`src/pkg/mhcp_pkg.sv`:
```
// =====================================================================
// Constants shared by the host control port
package mhcp_pkg;
    // =================================================================
    // Bus and register addressing
    localparam int BUS_W = 8;
    localparam int ADDR_W = 3;
    localparam logic [2:0] ADDR_LINE_CTRL = 3'h0;
    localparam logic [2:0] ADDR_IFACE_CTRL = 3'h1;
    localparam logic [2:0] ADDR_DETECT = 3'h2;
    localparam logic [2:0] ADDR_TONE_CTRL = 3'h3;
    localparam logic [7:0] REG_RESET = 8'h00;
    localparam logic [7:0] OE_ALL_OFF = 8'hff;
    localparam int SER_DATA_BIT = 7;

    // =================================================================
    // Field positions
    localparam int LC_TX_ENABLE_BIT = 1;
    localparam int LC_MODE_LSB = 2;
    localparam int LC_MODE_MSB = 5;
    localparam int IC_SOFT_RESET_BIT = 2;
    localparam int IC_CLK_CTRL_BIT = 3;
    localparam int IC_INT_ENABLE_BIT = 5;
    localparam int DET_LONG_LOOP_BIT = 0;
    localparam int DET_CALL_PROG_BIT = 1;
    localparam int DET_ANSWER_BIT = 2;
    localparam int DET_CARRIER_BIT = 3;
    localparam int DET_UNSCR_BIT = 4;
    localparam int DET_RX_DATA_BIT = 5;
    localparam logic [7:0] DET_INT_MASK = 8'h1e;
    localparam int TONE_MODE_BIT = 4;
    localparam int TONE_CODE_MSB = 3;

    // =================================================================
    // Transmit mode codes that use phase-shift modulation
    localparam logic [3:0] MODE_PSK_FIRST = 4'h1;
    localparam logic [3:0] MODE_PSK_LAST = 4'h7;

    // =================================================================
    // Serial command shifter
    localparam logic [3:0] SER_BITS = 4'h8;
    typedef enum logic [2:0] {
        SER_IDLE = 3'b001,
        SER_OUT = 3'b010,
        SER_IN = 3'b100
    } mhcp_ser_state_type;

    // =================================================================
    // Timing
    localparam int CLK_MHZ = 40;
    localparam int UNSCR_MARK_US = 165500;
    localparam int UNSCR_TOL_US = 6500;
    localparam int UNSCR_MARK_CYCLES = UNSCR_MARK_US * CLK_MHZ;
    localparam int UNSCR_CNT_W = 23;

    // =================================================================
    // Positions in the synchroniser vector
    localparam int SYNC_W = 19;
    localparam int SY_AD_LSB = 0;
    localparam int SY_LATCH = 8;
    localparam int SY_CS_N = 9;
    localparam int SY_RD_N = 10;
    localparam int SY_WR_N = 11;
    localparam int SY_SHIFT_CLK = 12;
    localparam int SY_RX_DATA = 13;
    localparam int SY_RAW_DEMOD = 14;
    localparam int SY_CARRIER = 15;
    localparam int SY_ANSWER = 16;
    localparam int SY_CALL_PROG = 17;
    localparam int SY_LONG_LOOP = 18;
    localparam logic [18:0] SYNC_IDLE = 19'h01e00;
endpackage : mhcp_pkg

```
`src/pkg/mhcp_sync_if.sv`:
```
`timescale 1ns/1ps
// =====================================================================
// Raw pin levels in, filtered levels out
interface mhcp_sync_if;
    import mhcp_pkg::*;
    logic [SYNC_W-1:0] raw;
    logic [SYNC_W-1:0] clean;
    modport sync (input raw, output clean);
    modport user (output raw, input clean);
endinterface : mhcp_sync_if

```
`src/verilog/mhcp_port.sv`:
```
`timescale 1ns/1ps
// How it works
// Four byte registers, address latched from bus
// Detect register read-only, others read/write
// Latch strobe falling edge captures address, select
// No select latched: bus undriven, no writes
// Parallel read drives bus while read low
// Parallel write lands on write strobe rising edge
// Host holds serial register select during operation
// Serial read shifts eight bits LSB first
// Data pin moves on shift clock falling edges
// Serial write loads register on write rising edge
// Latch high, select low selects serial mode
// Unscrambled mark after long steady high demod
// Condition change interrupts, except long loop and receive data
// Interrupt enable zero masks interrupt output
// Interrupt holds until detect read or reset
// Tone pair from code and tone mode
// Tone starts on transmit enable rise
// Clock output select, fast rate phase modes only
// Reset pin clears controls, crystal clock
// Host writes reserved bits as zero
// Tone register holds four-bit tone code
// Shifter ignores edges beyond eight per operation
module mhcp_port #(
    parameter int UNSCR_MARK_CYCLES = mhcp_pkg::UNSCR_MARK_CYCLES
) (
    // Clock and reset
    input wire logic CLK_SYS,
    input wire logic RST,
    // Multiplexed address/data bus
    input wire logic [mhcp_pkg::BUS_W-1:0] MUXED_ADDR_DATA_BUS_IN,
    output logic [mhcp_pkg::BUS_W-1:0] MUXED_ADDR_DATA_BUS_OUT,
    output logic [mhcp_pkg::BUS_W-1:0] MUXED_ADDR_DATA_BUS_OE_N,
    // Strobes and shift clock
    input wire logic ADDR_LATCH_STROBE,
    input wire logic CHIP_SELECT_N,
    input wire logic READ_STROBE_N,
    input wire logic WRITE_STROBE_N,
    input wire logic EXT_SHIFT_CLOCK,
    // Monitored conditions
    input wire logic RECEIVE_DATA,
    input wire logic DEMOD_PRE_DESCRAMBLE,
    input wire logic CARRIER_DETECT,
    input wire logic ANSWER_TONE_DETECT,
    input wire logic CALL_PROGRESS_DETECT,
    input wire logic LONG_LOOP_DETECT,
    // Open-drain interrupt
    output logic INT_OUT,
    output logic INT_OE_N,
    // Control to the modem core
    output logic [mhcp_pkg::BUS_W-1:0] LINE_CONTROL,
    output logic [mhcp_pkg::BUS_W-1:0] INTERFACE_CONTROL,
    output logic [mhcp_pkg::BUS_W-1:0] TONE_CONTROL,
    output logic DUAL_TONE_DIAL_START,
    output logic CLKOUT_RATE_SEL
);
    import mhcp_pkg::*;

    // =================================================================
    // Input synchronisation
    mhcp_sync_if pins ();

    assign pins.raw = {LONG_LOOP_DETECT, CALL_PROGRESS_DETECT,
                       ANSWER_TONE_DETECT, CARRIER_DETECT,
                       DEMOD_PRE_DESCRAMBLE, RECEIVE_DATA,
                       EXT_SHIFT_CLOCK, WRITE_STROBE_N, READ_STROBE_N,
                       CHIP_SELECT_N, ADDR_LATCH_STROBE,
                       MUXED_ADDR_DATA_BUS_IN};

    mhcp_sync u_sync (
        .clk(CLK_SYS),
        .rst(RST),
        .s(pins.sync)
    );

    logic [BUS_W-1:0] ad;
    logic latch_s;
    logic cs_n_s;
    logic rd_n_s;
    logic wr_n_s;
    logic sclk_s;

    assign ad = pins.clean[SY_AD_LSB +: BUS_W];
    assign latch_s = pins.clean[SY_LATCH];
    assign cs_n_s = pins.clean[SY_CS_N];
    assign rd_n_s = pins.clean[SY_RD_N];
    assign wr_n_s = pins.clean[SY_WR_N];
    assign sclk_s = pins.clean[SY_SHIFT_CLK];

    // =================================================================
    // Edge detection on filtered strobes
    logic latch_d;
    logic rd_n_d;
    logic wr_n_d;
    logic sclk_d;

    always_ff @(posedge CLK_SYS or posedge RST) begin
        if (RST) begin
            latch_d <= 1'b0;
            rd_n_d <= 1'b1;
            wr_n_d <= 1'b1;
            sclk_d <= 1'b1;
        end else begin
            latch_d <= latch_s;
            rd_n_d <= rd_n_s;
            wr_n_d <= wr_n_s;
            sclk_d <= sclk_s;
        end
    end

    logic latch_fall;
    logic rd_fall;
    logic rd_rise;
    logic wr_rise;
    logic sclk_fall;
    logic serial_mode;

    assign latch_fall = latch_d && !latch_s;
    assign rd_fall = rd_n_d && !rd_n_s;
    assign rd_rise = !rd_n_d && rd_n_s;
    assign wr_rise = !wr_n_d && wr_n_s;
    assign sclk_fall = sclk_d && !sclk_s;
    assign serial_mode = latch_s && !cs_n_s;

    // =================================================================
    // Parallel address and select latch
    logic [ADDR_W-1:0] addr_lat;
    logic cs_lat;

    always_ff @(posedge CLK_SYS or posedge RST) begin
        if (RST) begin
            addr_lat <= '0;
            cs_lat <= 1'b0;
        end else if (latch_fall) begin
            addr_lat <= ad[ADDR_W-1:0];
            cs_lat <= !cs_n_s;
        end
    end

    // Write data is sampled while the strobe is low, then held
    logic [BUS_W-1:0] wr_hold;

    always_ff @(posedge CLK_SYS or posedge RST) begin
        if (RST) begin
            wr_hold <= REG_RESET;
        end else if (!wr_n_s) begin
            wr_hold <= ad;
        end
    end

    // =================================================================
    // Serial command shifter
    mhcp_ser_state_type ser_state;
    logic [3:0] ser_count;
    logic [BUS_W-1:0] ser_shift;
    logic [BUS_W-1:0] line_control_reg;
    logic [BUS_W-1:0] interface_control_reg;
    logic [BUS_W-1:0] tone_control_reg;
    logic [BUS_W-1:0] detect_status_reg;

    function automatic logic [BUS_W-1:0] reg_read(
        input logic [ADDR_W-1:0] a
    );
        case (a)
            ADDR_LINE_CTRL: reg_read = line_control_reg;
            ADDR_IFACE_CTRL: reg_read = interface_control_reg;
            ADDR_DETECT: reg_read = detect_status_reg;
            ADDR_TONE_CTRL: reg_read = tone_control_reg;
            default: reg_read = REG_RESET;
        endcase
    endfunction : reg_read

    always_ff @(posedge CLK_SYS or posedge RST) begin
        if (RST) begin
            ser_state <= SER_IDLE;
            ser_count <= '0;
            ser_shift <= REG_RESET;
        end else if (!serial_mode) begin
            ser_state <= SER_IDLE;
            ser_count <= '0;
        end else if (rd_fall) begin
            ser_state <= SER_OUT;
            ser_count <= '0;
            ser_shift <= reg_read(ad[ADDR_W-1:0]);
        end else if (rd_rise || wr_rise) begin
            ser_state <= SER_IDLE;
            ser_count <= '0;
        end else if (sclk_fall && ser_count < SER_BITS) begin
            ser_count <= ser_count + 4'h1;
            unique case (ser_state)
                SER_OUT: begin
                    ser_shift <= {1'b0, ser_shift[BUS_W-1:1]};
                end
                SER_IDLE, SER_IN: begin
                    ser_state <= SER_IN;
                    ser_shift <= {ad[SER_DATA_BIT],
                                  ser_shift[BUS_W-1:1]};
                end
            endcase
        end
    end

    // =================================================================
    // Register writes
    logic par_write;
    logic ser_write;
    logic [ADDR_W-1:0] wr_addr;
    logic [BUS_W-1:0] wr_data;

    assign par_write = wr_rise && !serial_mode && cs_lat;
    assign ser_write = wr_rise && serial_mode;
    assign wr_addr = serial_mode ? ad[ADDR_W-1:0] : addr_lat;
    assign wr_data = serial_mode ? ser_shift : wr_hold;

    always_ff @(posedge CLK_SYS or posedge RST) begin
        if (RST) begin
            line_control_reg <= REG_RESET;
            interface_control_reg <= REG_RESET;
            tone_control_reg <= REG_RESET;
        end else if (par_write || ser_write) begin
            if (wr_addr == ADDR_IFACE_CTRL &&
                wr_data[IC_SOFT_RESET_BIT]) begin
                line_control_reg <= REG_RESET;
                interface_control_reg <= REG_RESET;
                tone_control_reg <= REG_RESET;
            end else begin
                case (wr_addr)
                    ADDR_LINE_CTRL: line_control_reg <= wr_data;
                    ADDR_IFACE_CTRL: interface_control_reg <= wr_data;
                    ADDR_TONE_CTRL: tone_control_reg <= wr_data;
                    default: ;
                endcase
            end
        end
    end

    // =================================================================
    // Bus drive
    logic par_drive;
    logic ser_drive;
    logic [BUS_W-1:0] ad_out;

    assign par_drive = !serial_mode && cs_lat && !rd_n_s;
    assign ser_drive = serial_mode && !rd_n_s;

    always_ff @(posedge CLK_SYS or posedge RST) begin
        if (RST) begin
            ad_out <= REG_RESET;
        end else if (serial_mode) begin
            ad_out <= REG_RESET;
            ad_out[SER_DATA_BIT] <= ser_shift[0];
        end else begin
            ad_out <= reg_read(addr_lat);
        end
    end

    always_comb begin
        MUXED_ADDR_DATA_BUS_OE_N = OE_ALL_OFF;
        if (par_drive) begin
            MUXED_ADDR_DATA_BUS_OE_N = '0;
        end else if (ser_drive) begin
            MUXED_ADDR_DATA_BUS_OE_N[SER_DATA_BIT] = 1'b0;
        end
    end

    assign MUXED_ADDR_DATA_BUS_OUT = ad_out;

    // =================================================================
    // Monitored conditions
    logic [UNSCR_CNT_W-1:0] unscr_cnt;
    logic [UNSCR_CNT_W-1:0] unscr_target;
    logic unscr_flag;

    assign unscr_target = UNSCR_CNT_W'(UNSCR_MARK_CYCLES);
    assign unscr_flag = unscr_cnt == unscr_target;

    always_ff @(posedge CLK_SYS or posedge RST) begin
        if (RST) begin
            unscr_cnt <= '0;
        end else if (!pins.clean[SY_RAW_DEMOD]) begin
            unscr_cnt <= '0;
        end else if (!unscr_flag) begin
            unscr_cnt <= unscr_cnt + 1'b1;
        end
    end

    logic [BUS_W-1:0] next_detect;

    always_comb begin
        next_detect = REG_RESET;
        next_detect[DET_LONG_LOOP_BIT] = pins.clean[SY_LONG_LOOP];
        next_detect[DET_CALL_PROG_BIT] = pins.clean[SY_CALL_PROG];
        next_detect[DET_ANSWER_BIT] = pins.clean[SY_ANSWER];
        next_detect[DET_CARRIER_BIT] = pins.clean[SY_CARRIER];
        next_detect[DET_UNSCR_BIT] = unscr_flag;
        next_detect[DET_RX_DATA_BIT] = pins.clean[SY_RX_DATA];
    end

    always_ff @(posedge CLK_SYS or posedge RST) begin
        if (RST) begin
            detect_status_reg <= REG_RESET;
        end else begin
            detect_status_reg <= next_detect;
        end
    end

    // =================================================================
    // Interrupt
    logic int_en;
    logic int_set;
    logic detect_read;
    logic int_pend;

    assign int_en = interface_control_reg[IC_INT_ENABLE_BIT];
    assign int_set = int_en &&
        |((next_detect ^ detect_status_reg) & DET_INT_MASK);
    assign detect_read = rd_fall && (serial_mode ?
        ad[ADDR_W-1:0] == ADDR_DETECT :
        cs_lat && addr_lat == ADDR_DETECT);

    always_ff @(posedge CLK_SYS or posedge RST) begin
        if (RST) begin
            int_pend <= 1'b0;
        end else if (int_set) begin
            int_pend <= 1'b1;
        end else if (detect_read) begin
            int_pend <= 1'b0;
        end
    end

    assign INT_OUT = 1'b0;
    assign INT_OE_N = !(int_pend && int_en);

    // =================================================================
    // Tone start and clock select
    logic tx_en_d;
    logic tone_start;

    always_ff @(posedge CLK_SYS or posedge RST) begin
        if (RST) begin
            tx_en_d <= 1'b0;
            tone_start <= 1'b0;
        end else begin
            tx_en_d <= line_control_reg[LC_TX_ENABLE_BIT];
            tone_start <= line_control_reg[LC_TX_ENABLE_BIT] && !tx_en_d &&
                tone_control_reg[TONE_MODE_BIT];
        end
    end

    logic [3:0] tx_mode;
    logic psk_mode;

    assign tx_mode = line_control_reg[LC_MODE_MSB:LC_MODE_LSB];
    assign psk_mode = tx_mode >= MODE_PSK_FIRST && tx_mode <= MODE_PSK_LAST;

    always_ff @(posedge CLK_SYS or posedge RST) begin
        if (RST) begin
            CLKOUT_RATE_SEL <= 1'b0;
        end else begin
            CLKOUT_RATE_SEL <= psk_mode &&
                interface_control_reg[IC_CLK_CTRL_BIT];
        end
    end

    assign LINE_CONTROL = line_control_reg;
    assign INTERFACE_CONTROL = interface_control_reg;
    assign TONE_CONTROL = tone_control_reg;
    assign DUAL_TONE_DIAL_START = tone_start;
endmodule : mhcp_port

```
`src/verilog/mhcp_sync.sv`:
```
`timescale 1ns/1ps
// =====================================================================
// Three-stage synchroniser; a level is accepted once stages two and
// three agree
module mhcp_sync (
    // Clock and reset
    input wire logic clk,
    input wire logic rst,
    // Pin levels
    mhcp_sync_if.sync s
);
    import mhcp_pkg::*;

    logic [SYNC_W-1:0] ff1;
    logic [SYNC_W-1:0] ff2;
    logic [SYNC_W-1:0] ff3;
    logic [SYNC_W-1:0] level;

    always_ff @(posedge clk or posedge rst) begin
        if (rst) begin
            ff1 <= SYNC_IDLE;
            ff2 <= SYNC_IDLE;
            ff3 <= SYNC_IDLE;
        end else begin
            ff1 <= s.raw;
            ff2 <= ff1;
            ff3 <= ff2;
        end
    end

    always_ff @(posedge clk or posedge rst) begin
        if (rst) begin
            level <= SYNC_IDLE;
        end else begin
            for (int i = 0; i < SYNC_W; i++) begin
                if (ff2[i] == ff3[i]) begin
                    level[i] <= ff3[i];
                end
            end
        end
    end

    assign s.clean = level;
endmodule : mhcp_sync
```
`config.mk`:
```
export PLATFORM = sky130hd
export DESIGN_NAME = mhcp_port
export DESIGN_NICKNAME = d
export VERILOG_FILES = /design/src/pkg/mhcp_pkg.sv /design/src/pkg/mhcp_sync_if.sv /design/src/verilog/mhcp_port.sv /design/src/verilog/mhcp_sync.sv
export SDC_FILE = /design/constraint.sdc
export NUM_CORES = 1
export LEC_CHECK = 0
export BUFFER_PORTS_ARGS = -buffer_cell sky130_fd_sc_hd__buf_2
export CAP_MARGIN = 5
export CORE_MARGIN = 5
export CORE_UTILIZATION = 50
export CTS_CLUSTER_DIAMETER = 30
export DETAILED_ROUTE_END_ITERATION = 16
export PLACE_DENSITY = 0.72
export SYNTH_ARGS = -nofsm -noshare
export SYNTH_HDL_FRONTEND = slang
export SYNTH_SLANG_ARGS = --single-unit
```
`constraint.sdc`:
```
create_clock -name CLK_SYS -period 4.8 [get_ports CLK_SYS]
set_input_delay 0.48 -clock CLK_SYS [delete_from_list [all_inputs] [get_ports CLK_SYS]]
set_output_delay 0.48 -clock CLK_SYS [all_outputs]
set_load 0.01 [all_outputs]
```
# Word level (Yosys, flattened, before mapping)
# Cells that the tools add are included.
# op_classes
n_addsub	2
multipliers	0
div	0
magnitude_cmp	3
eq_ne	35
shift	0
muxes	32
n_bitwise	1
n_reduce_logical	48
# op_table
cell	n
8-bit 2-to-1 mux	11
8-bit case mux with 4 select lines	2
23-bit 2-to-1 mux	2
23-bit by 1-bit adder with 23-bit output, second input constant	1
23-bit == test, second input constant	1
1-bit logical AND	22
1-bit == test	19
3-bit by 2-bit == test with 1-bit output, second input constant	6
3-bit 2-to-1 mux	6
4-bit 2-to-1 mux	4
8-bit case mux with 2 select lines	1
3-bit by 1-bit == test with 1-bit output, second input constant	4
2-bit nonzero test	5
1-bit logical NOT	9
3-bit logical NOT	3
4-bit by 2-bit inequality test with 1-bit output, second input constant	2
2-bit AND reduction	4
7-bit 2-to-1 mux	1
1-bit 2-to-1 mux	5
5-bit XOR	1
4-bit by 1-bit adder with 4-bit output, second input constant	1
4-bit by 1-bit greater-or-equal comparator with 1-bit output, second input constant	1
4-bit by 3-bit less-or-equal comparator with 1-bit output, second input constant	1
4-bit less-than comparator, second input constant	1
other kinds (6)	8
# word_totals
reg_bits	172
latchBits	0
ram_bits	0
romBits	0
inputBits	21
out_inout_bits	44
word_cells	163
n_memories	0

# Logic depth before layout (Yosys ltp)
# logic_depth
word_depth	7
ltp_mapped	6
ltp_nobuf	6

# Hierarchy
# A second synthesis with hierarchy kept.
# unflattened
cells_unflattened	501
area_unflattened_um2	6950.4
# modules_own_cells
mod	instances	cells_per_inst	area_each_um2	seq_area_each_um2
mhcp_port	1	405	4810.9	2407.3
mhcp_sync	1	96	2139.6	1921.8

# Worst setup path before layout
# OpenSTA, ideal clock, no wires.
# synth_path
path_type	register to output
startpoint	reg u_sync.level[9], in the netlist u_sync.s.clean[9]
endpoint	out MUXED_ADDR_DATA_BUS_OE_N[1] in the netlist's numbering
arrival_ns	1.546
required_ns	4.320
setup_slack_ns	2.774
stages_incl_launch_ff	6
n_path_buf	3
cell_sequence	dfstp_2 nor2b_1 clkbuf_1 clkbuf_1 or3_1 buf_4
# synth_via
elab_chain_cells	6
# synth_lines
item	line	rtl
from (decl)	mhcp_sync.sv:17	logic [SYNC_W-1:0] level;
from (signal, indexed assignment)	mhcp_sync.sv:37	level[i] <= ff3[i];
1-bit logical NOT	mhcp_port.sv:124	assign serial_mode = latch_s && !cs_n_s;
1-bit logical AND	mhcp_port.sv:124	
1-bit logical NOT	mhcp_port.sv:244	assign par_drive = !serial_mode && cs_lat && !rd_n_s;
1-bit logical AND (2 in series)	mhcp_port.sv:244	
7-bit 2-to-1 mux	mhcp_port.sv:260	if (par_drive) begin
to (decl)	mhcp_port.sv:34	output logic [mhcp_pkg::BUS_W-1:0] MUXED_ADDR_DATA_BUS_OE_N,
# Every way passes these cells.

# Worst setup path after layout
# layout_path
startpoint	reg u_sync.level[8], in the netlist u_sync.s.clean[8]
endpoint	reg interface_control_reg[1], in the netlist INTERFACE_CONTROL[1]
# layout_via
elab_chain_cells	6
elab_cells_between_ends	14
classes_between	eq/ne: 1; mux: 4; reduce/logical: 9
# layout_lines
item	line	rtl
1-bit logical AND (*)	mhcp_port.sv:124	
3-bit 2-to-1 mux / 1-bit logical NOT (equally long branches)	mhcp_port.sv:213, mhcp_port.sv:211	
3-bit by 1-bit == test with 1-bit output / 1-bit logical AND (equally long branches)	mhcp_port.sv:222, mhcp_port.sv:228, mhcp_port.sv:211	
1-bit logical AND, on equally long branches	mhcp_port.sv:222, mhcp_port.sv:211	
2-bit nonzero test (no source line) / 1-bit logical OR (equally long branches)	n/a	
2-bit AND reduction (no source line)	n/a	
to (signal assigned)	mhcp_port.sv:230	ADDR_IFACE_CTRL: interface_control_reg <= wr_data;
to (decl)	mhcp_port.sv:158	logic [BUS_W-1:0] interface_control_reg;
# Every way passes the cells marked *; elsewhere a longest branch is shown, timed or not. The select of a mux whose other input is x is not followed.
# A chain may end at the register's enable or synchronous reset.

==> results by group <==
Clocking
  • H-tree levels: 4
  • TritonCTS clock tree: yes
  • Hold-fix buffers at CTS: 0
  • CTS clk-pin slew, worst paths: 0.06 ns
  • Post-cts sizing count: 0
  • Clk_lat worst skew: 0.41 ns
  • Post-CTS Setup Repair Bufs: 0
  • Root buffer cell: clkbuf_16
  • CTS Buffer Depth: 2
  • CTS Buf Count: 17
  • Num Clock Sinks: 172

STA
  • RSZ-0062 raised after global routing: false
  • Final number of setup-violating endpoints: 0
  • Final slew viol count: 0
  • Fin crit period: 2.70 ns
  • Hold slack final: 0.162 ns
  • Slew margin rel.: 26.3%
  • Final setup margin: 2.10 ns
  • Setup TNS: 0 ns
  • Worst-Margin Slew: 1.10 ns
  • Final period utilization: 56.3%
  • Clock skew: 0.00834 ns
  • Final hold vios: 0
  • Upper clock frequency limit: 0.370 GHz

Logic synthesis
  • Post-Syn Nets: 544
  • Mean area per synthesized cell: 13.2 sq um
  • Yosys top cell area share: 55.3%
  • Synth Flop Type: dfrtp_1
  • EDFF count, synth: 0
  • Register area share after synthesis: 63.0%
  • Synth Cell Area: 6880 sq um
  • Synth unique cells: 54
  • Largest cells by area after synthesis: dfrtp_1 (55%), dfstp_2 (7.6%), mux2_2 (6.9%), maj3_1 (2.8%), mux4_2 (2.6%)
  • Most common cell in the netlist: dfrtp_1
  • Syn Inst Count: 520
  • Synth Warn #: 0
  • Async SR Flop Fraction: 100%
  • Post-synth top area cell: dfrtp_1
  • Post-synth top cells: dfrtp_1 (152), mux2_2 (42), nand2_1 (30)
  • FF+latch count, synth: 172

Routing
  • Drt wl/cell: 17.5 microns
  • Initial drt markers: 319
  • Antenna viol nets, final: 0
  • Vias/cell: 5.66
  • Wirelength, routed: 13.5 mm
  • Vias: 4356
  • 1st-pass router iterations: 4
  • DRC: 0

Cells and area
  • Max reg flops: 23
  • Top reg by flops: unscr_cnt
  • Share of cells above drive strength 1: 29.2%
  • Layout area overhead: 15.1%
  • Multi-input gate area: 2370 sq um
  • Fill cell count: 1067
  • Nets: 604
  • Area occupied by registers: 4330 sq um
  • Diode count: 0

Placed design
  • Worst slack at placement: 2.19 ns
  • GPL Wtd Cong: 0.911
  • Number of port buffers: 63
  • Detailed Place HPWL: 9.00 mm

Floorplan
  • Floorplan row count: 42
  • Die H: 127 microns
  • I/O pin count: 65
  • Starting Density: 51.5%
  • Die footprint: 16200 sq um
  • Core Box Area: 13300 sq um
  • Die X-Extent: 127 microns

Worst setup path
  • WS Path Type: flop to flop
  • Crit-path cells: nor2b_1 > mux2i_1 > nand4b_1 > mux2_2
  • Crit path required time: 5.10 ns
  • Crit-path max FO: 16
  • Worst EP arrival: 3.00 ns
  • CP Launch Type: flop
  • Top delay family on crit path: simple AND/OR/NAND/NOR gates
  • Crit path buf inv count: 0
  • Max incr delay on CP: 0.89 ns
  • Crit path capture type: flop
  • CP max stage cell: nor2b_1

Job
  • # Max-Cap Violations: 0

Power and ir drop
  • LEAKAGE: 3.43 nW
  • PwrDens: 503 nW/um^2
  • Worst vdd ir: 0.000287 V

Global routing
  • Total GRT Usage: 17.6%
  • Global-route wire length before repair: 22.7 mm
  • Overflow after GRT: 0
  • Vias in the first global route: 4324
  • Antenna violations before repair: 0
  • Largest net degree at the start of global routing: 173

Outcome
  • Status: completed

Hold path
  • Hold/Removal Path Class: input pin to flop
## logic make-up after synthesis
kind of cell,after synthesis,share of synthesized area [%]
AOI/OAI and AO/OA,80,7.59
muxes,55,10.2
xor gates and xnor gates,14,1.78
DFF,172,63.0
and+or+nand+nor,140,11.6
adders and majority gates,22,3.31
buffers and inverters,36,2.49
other,1,0.0545
## layer usage
metal	share of wire [%]	vias up	global-route usage [%]
li1	-	1993	-
met1	47	2210	25.6
met2	46	126	25.8
met3	4.7	27	3.71
met4	2.3	0	7.44
met5	0	-	0
## where the power goes
part / switching [mW] / internal (mW)
logic: 0.339 / 0.359
registers: 0.241 / 1.68
clock network: 0.523 / 0.835
total: 1.10 / 2.87
## worst register-to-register path, cell delays in order (launching register included)
cell	delay [ns]
dfrtp_1	0.40
nor2b_1	0.89
mux2i_1	0.38
nand4b_1	0.47
mux2_2	0.45
## final cells by class
cell class / count / share of cell area (%)
Clock buffer: 26 / 6.44
Inverter: 12 / 0.617
Timing Repair Buffer: 65 / 4.33
Multi-Input combinational cell: 312 / 30.0
Clock inverter: 6 / 1.08
Sequential cell: 172 / 54.7
Tap cell: 176 / 2.78
## worst paths after layout
path,startpoint,to,slack (ns),cells after the start
max,u_sync.s.clean[8],INTERFACE_CONTROL[1],2.10,4
min,READ_STROBE_N,u_sync.ff1[10],0.16,1
max reg2reg,u_sync.s.clean[8],INTERFACE_CONTROL[1],2.10,4
min reg2reg,u_sync.ff1[2],u_sync.ff2[2],0.35,0
max in group asynchronous,RST,u_sync.ff3[2],3.79,3
min in group asynchronous,RST,DUAL_TONE_DIAL_START,0.27,3
## cells in the final DEF, fill, tap and decap left out, types with 4 or more instances in the layout
| cell | count |
|---|---|
| clkbuf_1 | 4 |
| xnor2_1 | 5 |
| buf_2 | 63 |
| xor2_1 | 9 |
| a21oi_1 | 22 |
| o21ai_0 | 22 |
| nand3_1 | 9 |
| a32oi_1 | 7 |
| dfstp_2 | 20 |
| clkbuf_8 | 5 |
| mux4_2 | 8 |
| mux2_2 | 42 |
| a2bb2oi_1 | 6 |
| mux2i_1 | 5 |
| inv_1 | 11 |
| o31ai_1 | 5 |
| nor4_1 | 5 |
| a221oi_1 | 4 |
| clkbuf_16 | 17 |
| nor2b_1 | 13 |
| a211o_1 | 4 |
| dfrtp_1 | 152 |
| maj3_1 | 19 |
| nor3_1 | 4 |
| or3_1 | 5 |
| nor2_1 | 24 |
| nand2b_1 | 8 |
| nand2_1 | 30 |
| a22oi_1 | 4 |
| nand4_1 | 11 |
## per-stage QoR
step | util (%) | power (mW) | std cells | cell area (sq um)
after global routing | 59.3 | 4.16 | 769 | 7910
after floorplan | - | 2.35 | 520 | 6880
final | 59.3 | 3.98 | 769 | 7910
after global placement | 54.8 | 2.62 | 737 | 7320
after CTS | 59.3 | 4.01 | 769 | 7910
after detailed placement | 54.8 | 2.65 | 737 | 7320
No activity file was read; power rests on OpenSTA's default activity.
